[src/hdl/ircg_pkg.sv]
package ircg_pkg;

    // ----------------------------------------
    // Register map
    // ----------------------------------------
    localparam logic [11:0] CTRL_ADDR = 12'h000;
    localparam logic [11:0] PADCFG_ADDR = 12'h004;
    localparam logic [11:0] STAT_ADDR = 12'h008;
    localparam logic [11:0] CNT_ADDR = 12'h00c;

    localparam int EN_BIT = 0;
    localparam int F57_BIT = 1;
    localparam int POL_BIT = 2;
    localparam int HINT_BIT = 7;
    localparam int PADSEL_BIT = 0;

    localparam logic [7:0] CTRL_RESET = 8'h00;
    localparam logic [7:0] CTRL_WMASK = 8'h87;
    localparam logic PADSEL_RESET = 1'b0;
    localparam logic [15:0] CNT_RESET = 16'h0000;

    // Status bit positions
    localparam int ST_RUN_BIT = 0;
    localparam int ST_CAR_BIT = 1;
    localparam int ST_PAD_BIT = 2;
    localparam int ST_INT_BIT = 3;
    localparam int ST_SEL_BIT = 4;

    // ----------------------------------------
    // Frequencies and half-period counts
    // ----------------------------------------
    localparam longint CAR57_HZ = 57000;
    localparam longint CAR38_HZ = 38000;
    localparam longint XTAL_HI_HZ = 3580000;
    localparam longint XTAL_LO_HZ = 455000;
    // Internal oscillator rate is a plain default
    localparam longint INT_OSC_HZ = 4000000;

    // Rounded to the nearest whole oscillator edge
    localparam logic [7:0] HALF_HI_57 = 8'((XTAL_HI_HZ + CAR57_HZ) / (2 * CAR57_HZ));
    localparam logic [7:0] HALF_HI_38 = 8'((XTAL_HI_HZ + CAR38_HZ) / (2 * CAR38_HZ));
    localparam logic [7:0] HALF_LO_57 = 8'((XTAL_LO_HZ + CAR57_HZ) / (2 * CAR57_HZ));
    localparam logic [7:0] HALF_LO_38 = 8'((XTAL_LO_HZ + CAR38_HZ) / (2 * CAR38_HZ));
    localparam logic [7:0] HALF_INT_57 = 8'((INT_OSC_HZ + CAR57_HZ) / (2 * CAR57_HZ));
    localparam logic [7:0] HALF_INT_38 = 8'((INT_OSC_HZ + CAR38_HZ) / (2 * CAR38_HZ));

    typedef enum logic [1:0] {
        ST_IDLE = 2'b00,
        ST_LOW = 2'b01,
        ST_HIGH = 2'b11
    } ircg_st_e;

endpackage

[src/hdl/ircg_car_if.sv]
`timescale 1ns/1ns
`default_nettype none
interface ircg_car_if;
    logic en;
    logic f57;
    logic hint;
    logic osc_int;
    logic osc_tick;
    logic pol;
    logic carrier;
    logic rise;

    modport ctl (output en, output f57, output hint, output osc_int, output osc_tick, output pol,
                 input carrier, input rise);
    modport gen (input en, input f57, input hint, input osc_int, input osc_tick,
                 output carrier, output rise);
    modport pad (input en, input pol, input carrier);
endinterface
`default_nettype wire

[src/hdl/ircg_div.sv]
`timescale 1ns/1ns
`default_nettype none
module ircg_div (
    input wire logic clk,
    input wire logic rst_n,
    ircg_car_if.gen car
);
    import ircg_pkg::*;

    ircg_st_e st_q;
    ircg_st_e st_d;
    logic [7:0] cnt_q;
    logic [7:0] half;
    logic wrap;

    // ----------------------------------------
    // Divider ratio
    // ----------------------------------------
    always_comb begin
        if (car.osc_int) begin
            half = car.f57 ? HALF_INT_57 : HALF_INT_38;
        end else if (car.hint) begin
            half = car.f57 ? HALF_HI_57 : HALF_HI_38;
        end else begin
            half = car.f57 ? HALF_LO_57 : HALF_LO_38;
        end
    end

    // Compare with >= so a ratio change mid-run cannot strand the counter
    assign wrap = car.osc_tick && (cnt_q >= half - 8'h01);

    always_ff @(posedge clk or negedge rst_n) begin
        if (!rst_n) begin
            cnt_q <= 8'h00;
        end else if (!car.en || wrap) begin
            cnt_q <= 8'h00;
        end else if (car.osc_tick) begin
            cnt_q <= cnt_q + 8'h01;
        end
    end

    // ----------------------------------------
    // Carrier phase
    // ----------------------------------------
    always_comb begin
        st_d = st_q;
        case (st_q)
            ST_IDLE: begin
                if (car.en) st_d = ST_LOW;
            end
            ST_LOW: begin
                if (!car.en) st_d = ST_IDLE;
                else if (wrap) st_d = ST_HIGH;
            end
            ST_HIGH: begin
                if (!car.en) st_d = ST_IDLE;
                else if (wrap) st_d = ST_LOW;
            end
            default: st_d = ST_IDLE;
        endcase
    end

    always_ff @(posedge clk or negedge rst_n) begin
        if (!rst_n) begin
            st_q <= ST_IDLE;
        end else begin
            st_q <= st_d;
        end
    end

    assign car.carrier = (st_q == ST_HIGH);
    assign car.rise = (st_q == ST_LOW) && wrap && car.en;
endmodule
`default_nettype wire

[src/hdl/ircg_pad.sv]
`timescale 1ns/1ns
`default_nettype none
module ircg_pad (
    input wire logic clk,
    input wire logic rst_n,
    ircg_car_if.pad car,
    input wire logic pad_sel,
    input wire logic out_data,
    input wire logic gpio_pa3_out,
    input wire logic gpio_pa3_oe,
    input wire logic gpio_pb1_out,
    input wire logic gpio_pb1_oe,
    output logic pa3_out,
    output logic pa3_oe,
    output logic pb1_out,
    output logic pb1_oe,
    output logic level_q
);
    import ircg_pkg::*;

    logic take_pa3;
    logic take_pb1;

    // Idle level is low so an attached LED stays dark
    always_ff @(posedge clk or negedge rst_n) begin
        if (!rst_n) begin
            level_q <= 1'b0;
        end else begin
            level_q <= car.en && car.carrier && (out_data != car.pol);
        end
    end

    assign take_pa3 = car.en && !pad_sel;
    assign take_pb1 = car.en && pad_sel;

    // Port settings pass through untouched when released
    assign pa3_out = take_pa3 ? level_q : gpio_pa3_out;
    assign pa3_oe = take_pa3 ? 1'b1 : gpio_pa3_oe;
    assign pb1_out = take_pb1 ? level_q : gpio_pb1_out;
    assign pb1_oe = take_pb1 ? 1'b1 : gpio_pb1_oe;
endmodule
`default_nettype wire

[src/hdl/ircg_top.sv]
// Design decisions made here: the register offsets and register access over APB.
`timescale 1ns/1ns
`default_nettype none
module ircg_top (
    input wire logic clk,
    input wire logic nrst,
    input wire logic psel,
    input wire logic penable,
    input wire logic pwrite,
    input wire logic [11:0] paddr,
    input wire logic [31:0] pwdata,
    output logic [31:0] prdata,
    output logic pready,
    output logic pslverr,
    input wire logic high_freq_osc_clock,
    input wire logic osc_internal_sel,
    input wire logic ir_out_data,
    input wire logic gpio_pa3_out,
    input wire logic gpio_pa3_oe,
    input wire logic gpio_pb1_out,
    input wire logic gpio_pb1_oe,
    output logic port_a_pin_3_out,
    output logic port_a_pin_3_oe,
    output logic port_b_pin_1_out,
    output logic port_b_pin_1_oe
);
    import ircg_pkg::*;

    // ----------------------------------------
    // Reset release
    // ----------------------------------------
    logic rst_s1_q;
    logic rst_n_q;

    always_ff @(posedge clk or negedge nrst) begin
        if (!nrst) begin
            rst_s1_q <= 1'b0;
            rst_n_q <= 1'b0;
        end else begin
            rst_s1_q <= 1'b1;
            rst_n_q <= rst_s1_q;
        end
    end

    // ----------------------------------------
    // Oscillator sampling
    // ----------------------------------------
    // Sampled, not used as a clock: keeps one domain at the cost of a
    // few ns of edge jitter on the carrier
    logic osc_s1_q;
    logic osc_s2_q;
    logic osc_s3_q;

    always_ff @(posedge clk or negedge rst_n_q) begin
        if (!rst_n_q) begin
            osc_s1_q <= 1'b0;
            osc_s2_q <= 1'b0;
            osc_s3_q <= 1'b0;
        end else begin
            osc_s1_q <= high_freq_osc_clock;
            osc_s2_q <= osc_s1_q;
            osc_s3_q <= osc_s2_q;
        end
    end

    // ----------------------------------------
    // Registers
    // ----------------------------------------
    logic [7:0] ctrl_q;
    logic padsel_q;
    logic [15:0] cnt_q;
    logic [31:0] rdata_q;
    logic setup;
    logic access;
    logic wr;
    logic mapped;
    logic ro_hit;
    logic pad_level;
    logic [31:0] rd_mux;

    assign setup = psel && !penable;
    assign access = psel && penable;
    assign wr = access && pwrite;
    assign mapped = (paddr == CTRL_ADDR) || (paddr == PADCFG_ADDR)
                    || (paddr == STAT_ADDR) || (paddr == CNT_ADDR);
    assign ro_hit = (paddr == STAT_ADDR) || (paddr == CNT_ADDR);

    always_ff @(posedge clk or negedge rst_n_q) begin
        if (!rst_n_q) begin
            ctrl_q <= CTRL_RESET;
        end else if (wr && paddr == CTRL_ADDR) begin
            ctrl_q <= pwdata[7:0] & CTRL_WMASK;
        end
    end

    always_ff @(posedge clk or negedge rst_n_q) begin
        if (!rst_n_q) begin
            padsel_q <= PADSEL_RESET;
        end else if (wr && paddr == PADCFG_ADDR) begin
            padsel_q <= pwdata[PADSEL_BIT];
        end
    end

    ircg_car_if car ();

    assign car.en = ctrl_q[EN_BIT];
    assign car.f57 = ctrl_q[F57_BIT];
    assign car.hint = ctrl_q[HINT_BIT];
    assign car.pol = ctrl_q[POL_BIT];
    assign car.osc_int = osc_internal_sel;
    assign car.osc_tick = osc_s2_q && !osc_s3_q;

    // Carrier periods since enable; wraps silently
    always_ff @(posedge clk or negedge rst_n_q) begin
        if (!rst_n_q) begin
            cnt_q <= CNT_RESET;
        end else if (!car.en) begin
            cnt_q <= CNT_RESET;
        end else if (car.rise) begin
            cnt_q <= cnt_q + 16'h0001;
        end
    end

    always_comb begin
        rd_mux = 32'h0000_0000;
        case (paddr)
            CTRL_ADDR: rd_mux[7:0] = ctrl_q;
            PADCFG_ADDR: rd_mux[PADSEL_BIT] = padsel_q;
            STAT_ADDR: begin
                rd_mux[ST_RUN_BIT] = car.en;
                rd_mux[ST_CAR_BIT] = car.carrier;
                rd_mux[ST_PAD_BIT] = pad_level;
                rd_mux[ST_INT_BIT] = osc_internal_sel;
                rd_mux[ST_SEL_BIT] = padsel_q;
            end
            CNT_ADDR: rd_mux[15:0] = cnt_q;
            default: rd_mux = 32'h0000_0000;
        endcase
    end

    // Read data is captured in the setup cycle so it leaves a flop
    always_ff @(posedge clk or negedge rst_n_q) begin
        if (!rst_n_q) begin
            rdata_q <= 32'h0000_0000;
        end else if (setup) begin
            rdata_q <= pwrite ? 32'h0000_0000 : rd_mux;
        end
    end

    assign prdata = rdata_q;
    assign pready = 1'b1;
    assign pslverr = access && (!mapped || (pwrite && ro_hit));

    // ----------------------------------------
    // Carrier and pads
    // ----------------------------------------
    ircg_div u_div (
        .clk(clk),
        .rst_n(rst_n_q),
        .car(car.gen)
    );

    ircg_pad u_pad (
        .clk(clk),
        .rst_n(rst_n_q),
        .car(car.pad),
        .pad_sel(padsel_q),
        .out_data(ir_out_data),
        .gpio_pa3_out(gpio_pa3_out),
        .gpio_pa3_oe(gpio_pa3_oe),
        .gpio_pb1_out(gpio_pb1_out),
        .gpio_pb1_oe(gpio_pb1_oe),
        .pa3_out(port_a_pin_3_out),
        .pa3_oe(port_a_pin_3_oe),
        .pb1_out(port_b_pin_1_out),
        .pb1_oe(port_b_pin_1_oe),
        .level_q(pad_level)
    );
endmodule
`default_nettype wire

[config.mk]
export PLATFORM = sky130hd
export DESIGN_NAME = ircg_top
export DESIGN_NICKNAME = d
export VERILOG_FILES = /design/src/hdl/ircg_pkg.sv /design/src/hdl/ircg_car_if.sv /design/src/hdl/ircg_div.sv /design/src/hdl/ircg_pad.sv /design/src/hdl/ircg_top.sv
export SDC_FILE = /design/constraint.sdc
export NUM_CORES = 1
export LEC_CHECK = 0
export ABC_AREA = 0
export CORE_UTILIZATION = 50
export DETAILED_ROUTE_END_ITERATION = 8
export DONT_BUFFER_PORTS = 1
export GPL_TIMING_DRIVEN = 0
export PLACE_DENSITY = 0.73
export SYNTH_ARGS = -nofsm -noshare
export SYNTH_HDL_FRONTEND = slang
export SYNTH_SLANG_ARGS = --single-unit
[constraint.sdc]
create_clock -name clk -period 2 [get_ports clk]
set_input_delay 0.1 -clock clk [delete_from_list [all_inputs] [get_ports clk]]
set_output_delay 0.1 -clock clk [all_outputs]
set_load 0.01 [all_outputs]
==> run metrics, run 1 <==
main combinational cell family by area after synthesis simple AND/OR/NAND/NOR gates; worst slack at placement -738.8 ps; vias per cell about 5.8; Req. time, crit path 2250 ps; CTS H-tree lvls 2; status finished, violations left; top routing layer in use met4; Finished Core Util 0.6312; Clock Tree Buf Depth 2; FF/Latch Area 1329 um^2; post-synthesis compound-gate area fraction 0.1619; clock sinks 53; WL met1 2.732 mm; most common cell after layout, fill and taps aside dfrtp_1; fraction of synthesized cell area in xor and xnor cells 0.01222; VDD IR-drop max 0.3549 mV; post-synth top area cell dfrtp_1; Adder-Cell Fraction of Synth Area 0.03927; boundary pin count 94; top cells by area, synth dfrtp_1, buf_4, a21oi_1, ha_1, nand2_1; fillers ~440; initial core utilization 0.5208; top_reg_cell synth dfrtp_1; Power, Total 2.808 mW; Avg Cell Area, Syn between 9 and 10 um^2; ant diodes 0; hpwl dp 4.405 mm; setup ws final -500.8 ps; commonest cells after routing, fill and taps aside dfrtp_1, nand2_1, buf_4; unrepaired setup endpoints after global routing true; Setup Viol. Count Final 24; Core ar. approximately 5500 um^2; area delta synth->final 21.20%; die area roughly 6000 um^2; GPL Wtd Cong about 0.84; worst path arrival time 2750 ps; multi-input logic area ~1500 um^2; Hold Path Class in2reg; Initial DRC Count around 270; WL met3 417 um; antenna violations before repair 0; Post-DP Area 3055 um^2; Max Fclk 0.3999 GHz; YS warnings 0; largest net degree at the start of global routing 28; Post-Route Setup TNS -9836 ps; synth unique cells 42; detailed-route DRC error count 0; Yosys top cell area share 0.4625; GRT Util Overall 0.2252; final period utilization 1.250; EDFF count, synth 0; synthesized cell area between 2000 and 3000 um^2; placed cell count 387; Pre-antenna DRT Iters 5; final instance area ~3500 um^2; critical path class reg2reg; failing checks setup timing; final WL 6.463 mm; Final nets 402; WHS 150.9 ps; Max Cap Viol 0; num rows 27; critical path peak fanout 10; CP max stage cell or4_4; Worst-Margin Slew 792.6 ps; sequential area share after synthesis 0.4625; Post-synth ARST share 1.000; Critical Path End Type flip-flop; chip width 77.74 um; simple-gate area share of the yosys netlist 0.2059; Layout Skew 8.842 ps; CTS tree built; startpoint types flip-flop; Routed Antenna Nets 0; vias in the first global route roughly 2300; power per cell area a little over 800 nW/um^2; total number of vias 2379; Clock transition at path regs 100 ps; grt total ovfl 0; Max Transition Viols Final 0; routed length on met2 3.180 mm; post-synthesis register bit count 53; WL/cell 15.76 um; Mapped Cells ~300; Fin. Hold Viols 0; cts bufs inserted 5; mux contribution to synthesized area 0.03360; Clk Latency, worst-skew pair about 310 ps; critical path's largest stage delay 480 ps; first-pass GRT wire length about 11 mm; layout cells sized above 1 0.2337; critical path cell sequence nor2b_1, a21o_1, ha_2, xnor2_2, ha_4, o21a_1, o211ai_1, o21a_2, buf_6, or4_4, a21oi_2; leakage 1.493 nW; final cell count without fillers 410; Die H 77.74 um; clock root buffer master clkbuf_8; IO buf count 0; max_slew headroom 0.4675; clock period minus worst slack approximately 2500 ps
## Yosys cell counts, types with 7 or more instances
| cell type | n |
|---|---|
| a21oi_1 | 27 |
| a22o_1 | 10 |
| buf_4 | 21 |
| clkbuf_1 | 10 |
| dfrtp_1 | 53 |
| ha_1 | 9 |
| inv_1 | 8 |
| nand2_1 | 26 |
| nand2b_1 | 7 |
| nand3_1 | 13 |
| nand4_1 | 7 |
| nor2_1 | 14 |
| o21ai_0 | 13 |
| o31ai_1 | 11 |
| or3_1 | 7 |
| or4_1 | 11 |
## where the power goes
| group | switching [mW] | internal [mW] |
|---|---|---|
| Combinational | 0.443 | 0.418 |
| Sequential | 0.151 | 1.17 |
| Clock | 0.374 | 0.253 |
| Total | 0.969 | 1.84 |
## sequential cells by signal, indices dropped and copies added (netlist names)
signal and cells:
u_div.st_q 2, cnt_q 16, osc_s1_q 1, rst_s1_q 1, prdata 16, u_div.cnt_q 8
rst_n_q 1, ctrl_q 4, padsel_q 1, osc_s3_q 1, u_pad.level_q 1, osc_s2_q 1
## cell type report
cell class,count,share of cell area
Sequential cell,53,0.3823
Tap cell,72,0.02592
Inverter,8,0.008639
Timing Repair Buffer,16,0.04788
Buffer,33,0.06335
Multi-Input combinational cell,220,0.4449
Clock inverter,3,0.007199
Clock buffer,5,0.01980
## layer usage
metal  GRT usage  up-vias
li1            -     1127
met1      0.2900     1139
met2      0.3761       96
met3     0.04588       17
met4     0.07736        0
met5           0        -
## worst paths after layout
| path | from | to | slack, ps | cells past startpoint |
|---|---|---|---|---|
| max | ctrl_q[1]$_DFFE_PN0P_ | cnt_q[2]$_DFFE_PN0P_ | -500 | 11 |
| min | pwrite | prdata[2]$_DFFE_PN0P_ | 150 | 3 |
| max reg2reg | ctrl_q[1]$_DFFE_PN0P_ | cnt_q[2]$_DFFE_PN0P_ | -500 | 11 |
| min reg2reg | rst_n_q$_DFF_PN0_ | osc_s3_q$_DFF_PN0_ | 280 | 0 |
| max in group asynchronous | rst_n_q$_DFF_PN0_ | prdata[1]$_DFFE_PN0P_ | 1180 | 1 |
| min in group asynchronous | rst_n_q$_DFF_PN0_ | osc_s3_q$_DFF_PN0_ | 280 | 0 |
## cells by family (layout without fill, tap and decap cells)
logic type,Yosys count,count (layout)
flops,53,53
mux,9,9
simple gates,106,106
other cells,2,18
buf+inv,41,65
xor+xnor,4,4
fa+ha+maj,9,9
compound gates,74,74
## timing repair
action / in CTS / in global routing
setup endpoints to repair: 24 / 24
hold endpoints to repair: 10 / 0
cloned: 1 / 0
setup buffers: 5 / 0
pin swaps: 17 / 6
resized for setup: 24 / 17
hold buffers: 9 / 0
## critical path: cells and delay by family (launching register included)
family / cells / cell delay (ps)
AO/OA/AOI/OAI: 5 / 690
AND/OR/NAND/NOR: 2 / 560
adder cells (fa/ha/maj): 2 / 450
flip-flops: 1 / 440
XOR/XNOR: 1 / 150
buffers and inverters: 1 / 150
(Power assumes the default switching activity.)
==> run 2: changes to the inputs <==
--- a/config.mk
+++ b/config.mk
@@ -10,6 +10,7 @@
 export DETAILED_ROUTE_END_ITERATION = 8
 export DONT_BUFFER_PORTS = 1
 export GPL_TIMING_DRIVEN = 0
+export HOLD_SLACK_MARGIN = 0.08
 export PLACE_DENSITY = 0.73
 export SYNTH_ARGS = -nofsm -noshare
 export SYNTH_HDL_FRONTEND = slang
==> constraint.sdc (replaced) <==
create_clock -name clk -period 3 [get_ports clk]
set_input_delay 0.15 -clock clk [delete_from_list [all_inputs] [get_ports clk]]
set_output_delay 0.15 -clock clk [all_outputs]
set_load 0.01 [all_outputs]
==> run 2 against run 1 <==
  * The flow now finishes without violations
  * Sequential power fell by 34%
  * Sequential share of layout area is 3.0 points higher
  * Critical path depth grew 1
  * Maximum frequency fell by 10%
  * Clock-buffer cell count stayed put
  * Via count is 3.9% lower
  * Register-to-register slack better by 710 ps
  * Clock power decreased by 33%
  * Setup slack improved by 710 ps
==> run metrics, run 2 (synthesized netlist as in run 1, its figures left out) <==
status finished, final reports clean; boundary pin count 94 (unchanged); Clock Tree Buf Depth 2 (unchanged); Internal Power 1.125 mW (-39%); Core ar. 5507 um^2 (unchanged); cts bufs inserted 5 (unchanged); die area 6043 um^2 (unchanged); detailed-route DRC error count 0 (unchanged); ant diodes 0 (unchanged); vias per cell 5.661 (-2.4%); GPL Wtd Cong 0.8481 (+0.68%); Top Family by Delay on Critical Path compound AO/OA/AOI/OAI gates; CTS H-tree lvls 2 (unchanged); multi-input logic area 1366 um^2 (-12%); startpoint types flip-flop; Routed Antenna Nets 0 (unchanged); Max Transition Viols Final 0 (unchanged); Clock transition at path regs 100 ps (about the same); critical path's largest stage delay 440 ps (-40 ps); grt total ovfl 0 (unchanged); CTS tree built; WL/cell 15.29 um (-3.0%); Buf/Inv on CP 2 (+1); first-pass GRT wire length 10.27 mm (-3.2%); total number of vias 2287 (-3.9%); critical path cell sequence nor2_1, a21o_1, ha_1, xnor2_1, ha_1, o21a_1, o211ai_1, o21a_1, buf_4, buf_4, nand3b_1, a31oi_1; sw frac 0.3400 (-0.004918); antenna violations before repair 0 (unchanged); final WL 6.177 mm (-4.4%); largest net degree at the start of global routing 42 (+50%); Comb pwr share 0.243 (-0.064); Reg power frac 0.509 (+0.039); area delta synth->final 12.39%; hpwl dp 4.529 mm (+2.8%); FF/Latch Area 1328 um^2 (about the same); CP max stage cell dfrtp_1; Max Cap Viol 0 (unchanged); placed cell count 387 (unchanged); Hold Path Class reg2async; leakage 1.436 nW (-3.8%); Die H 77.74 um (unchanged); NetSw 579.6 uW (-40%); Final nets 396 (-1.5%); initial core utilization 0.5208 (unchanged); VDD IR-drop max 0.2907 mV (-18%); Pre-antenna DRT Iters 4 (-1); Req. time, crit path 3230 ps (+980 ps); power per cell area 528.9 nW/um^2 (-35%); IO buf count 0 (unchanged); clock sinks 53 (unchanged); Critical Path End Type flip-flop; Initial DRC Count 202 (-24%); final cell count without fillers 404 (-1.5%); critical path peak fanout 10 (unchanged); max_slew headroom 0.5384 (+0.07093); GRT Util Overall 0.2173 (-0.007880); Setup Viol. Count Final 0 (-100%); fillers 477 (+8.2%); critical path class reg2reg; unrepaired setup endpoints after global routing false; vias in the first global route 2191 (-3.4%); clock period minus worst slack 2789 ps (+287.9 ps); Post-Route Setup TNS 0 ps (+9836 ps); Clock Power Share 0.248 (+0.024); Layout Skew 9.801 ps (+0.9592 ps); chip width 77.74 um (unchanged); layout cells sized above 1 0.1295 (-0.1042); clock root buffer master clkbuf_8; Worst-Margin Slew 687.1 ps (-105.6 ps); num rows 27 (unchanged); most common cell after layout, fill and taps aside dfrtp_1; final period utilization 0.9296 (-0.3208); worst path arrival time 3020 ps (+270 ps); Fin. Hold Viols 0 (unchanged); Clk Latency, worst-skew pair 310 ps (about the same); Max Fclk 0.3586 GHz (-10%); commonest cells after routing, fill and taps aside dfrtp_1, a21oi_1, nand2_1; Power, Total 1.705 mW (-39%)
run 2: layer usage:
metal,GRT usage,share of wire,up-vias
li1,-,-,1109
met1,0.2770,0.44,1091
met2,0.3646,0.49,77
met3,0.04471,0.053,10
met4,0.07736,0.016,0
met5,0,0,-
run 2: timing repair:
action,in CTS,in global routing
hold buffers,9,0
hold endpoints to repair,10,0
setup buffers,0,0
gates resized for setup,0,0
run 2: final timing paths:
kind | slack (ps) | startpoint | end | cells after the start
worst max-delay path | 210 | ctrl_q[7]$_DFFE_PN0P_ | u_div.cnt_q[2]$_DFFE_PN0P_ | 12
worst min register to register | 150 | rst_n_q$_DFF_PN0_ | osc_s3_q$_DFF_PN0_ | 0
worst min-delay path | 150 | rst_n_q$_DFF_PN0_ | osc_s3_q$_DFF_PN0_ | 0
max in group asynchronous | 2290 | nrst | rst_n_q$_DFF_PN0_ | 2
min in group clk | 210 | pwrite | prdata[2]$_DFFE_PN0P_ | 3
worst max register to register | 210 | ctrl_q[7]$_DFFE_PN0P_ | u_div.cnt_q[2]$_DFFE_PN0P_ | 12
run 2: layout make-up:
cell class              count  share of cell area
plain buffers              33             0.06366
clock buffers               5             0.02135
clock inverters             3            0.007764
inverters                   8            0.009317
multi-input cells         220              0.4239
flip-flops and latches     53              0.4119
well taps                  72             0.02795
repair buffers             10             0.03416
run 2: power groups by stage:
stage               Clock, mW  Sequential (mW)  Combinational [mW]
finish                  0.423            0.867               0.414
global route            0.466            0.882               0.468
CTS                     0.435            0.866               0.412
detailed placement          0            0.880               0.401
global placement            0            0.886               0.369
floorplan                   0            0.861               0.306
run 2: per-stage QoR:
stage               hold WS (ps)  utilization  worst slack [ps]  area [um^2]
floorplan                 -145.6            -             588.8         2928
finish                     152.2       0.5853             211.3         3223
detailed placement        -145.5       0.5519             249.9         3039
global route               184.5       0.5853             13.87         3223
global placement          -145.5       0.5481             307.0         3018
CTS                        165.2       0.5853             211.0         3223
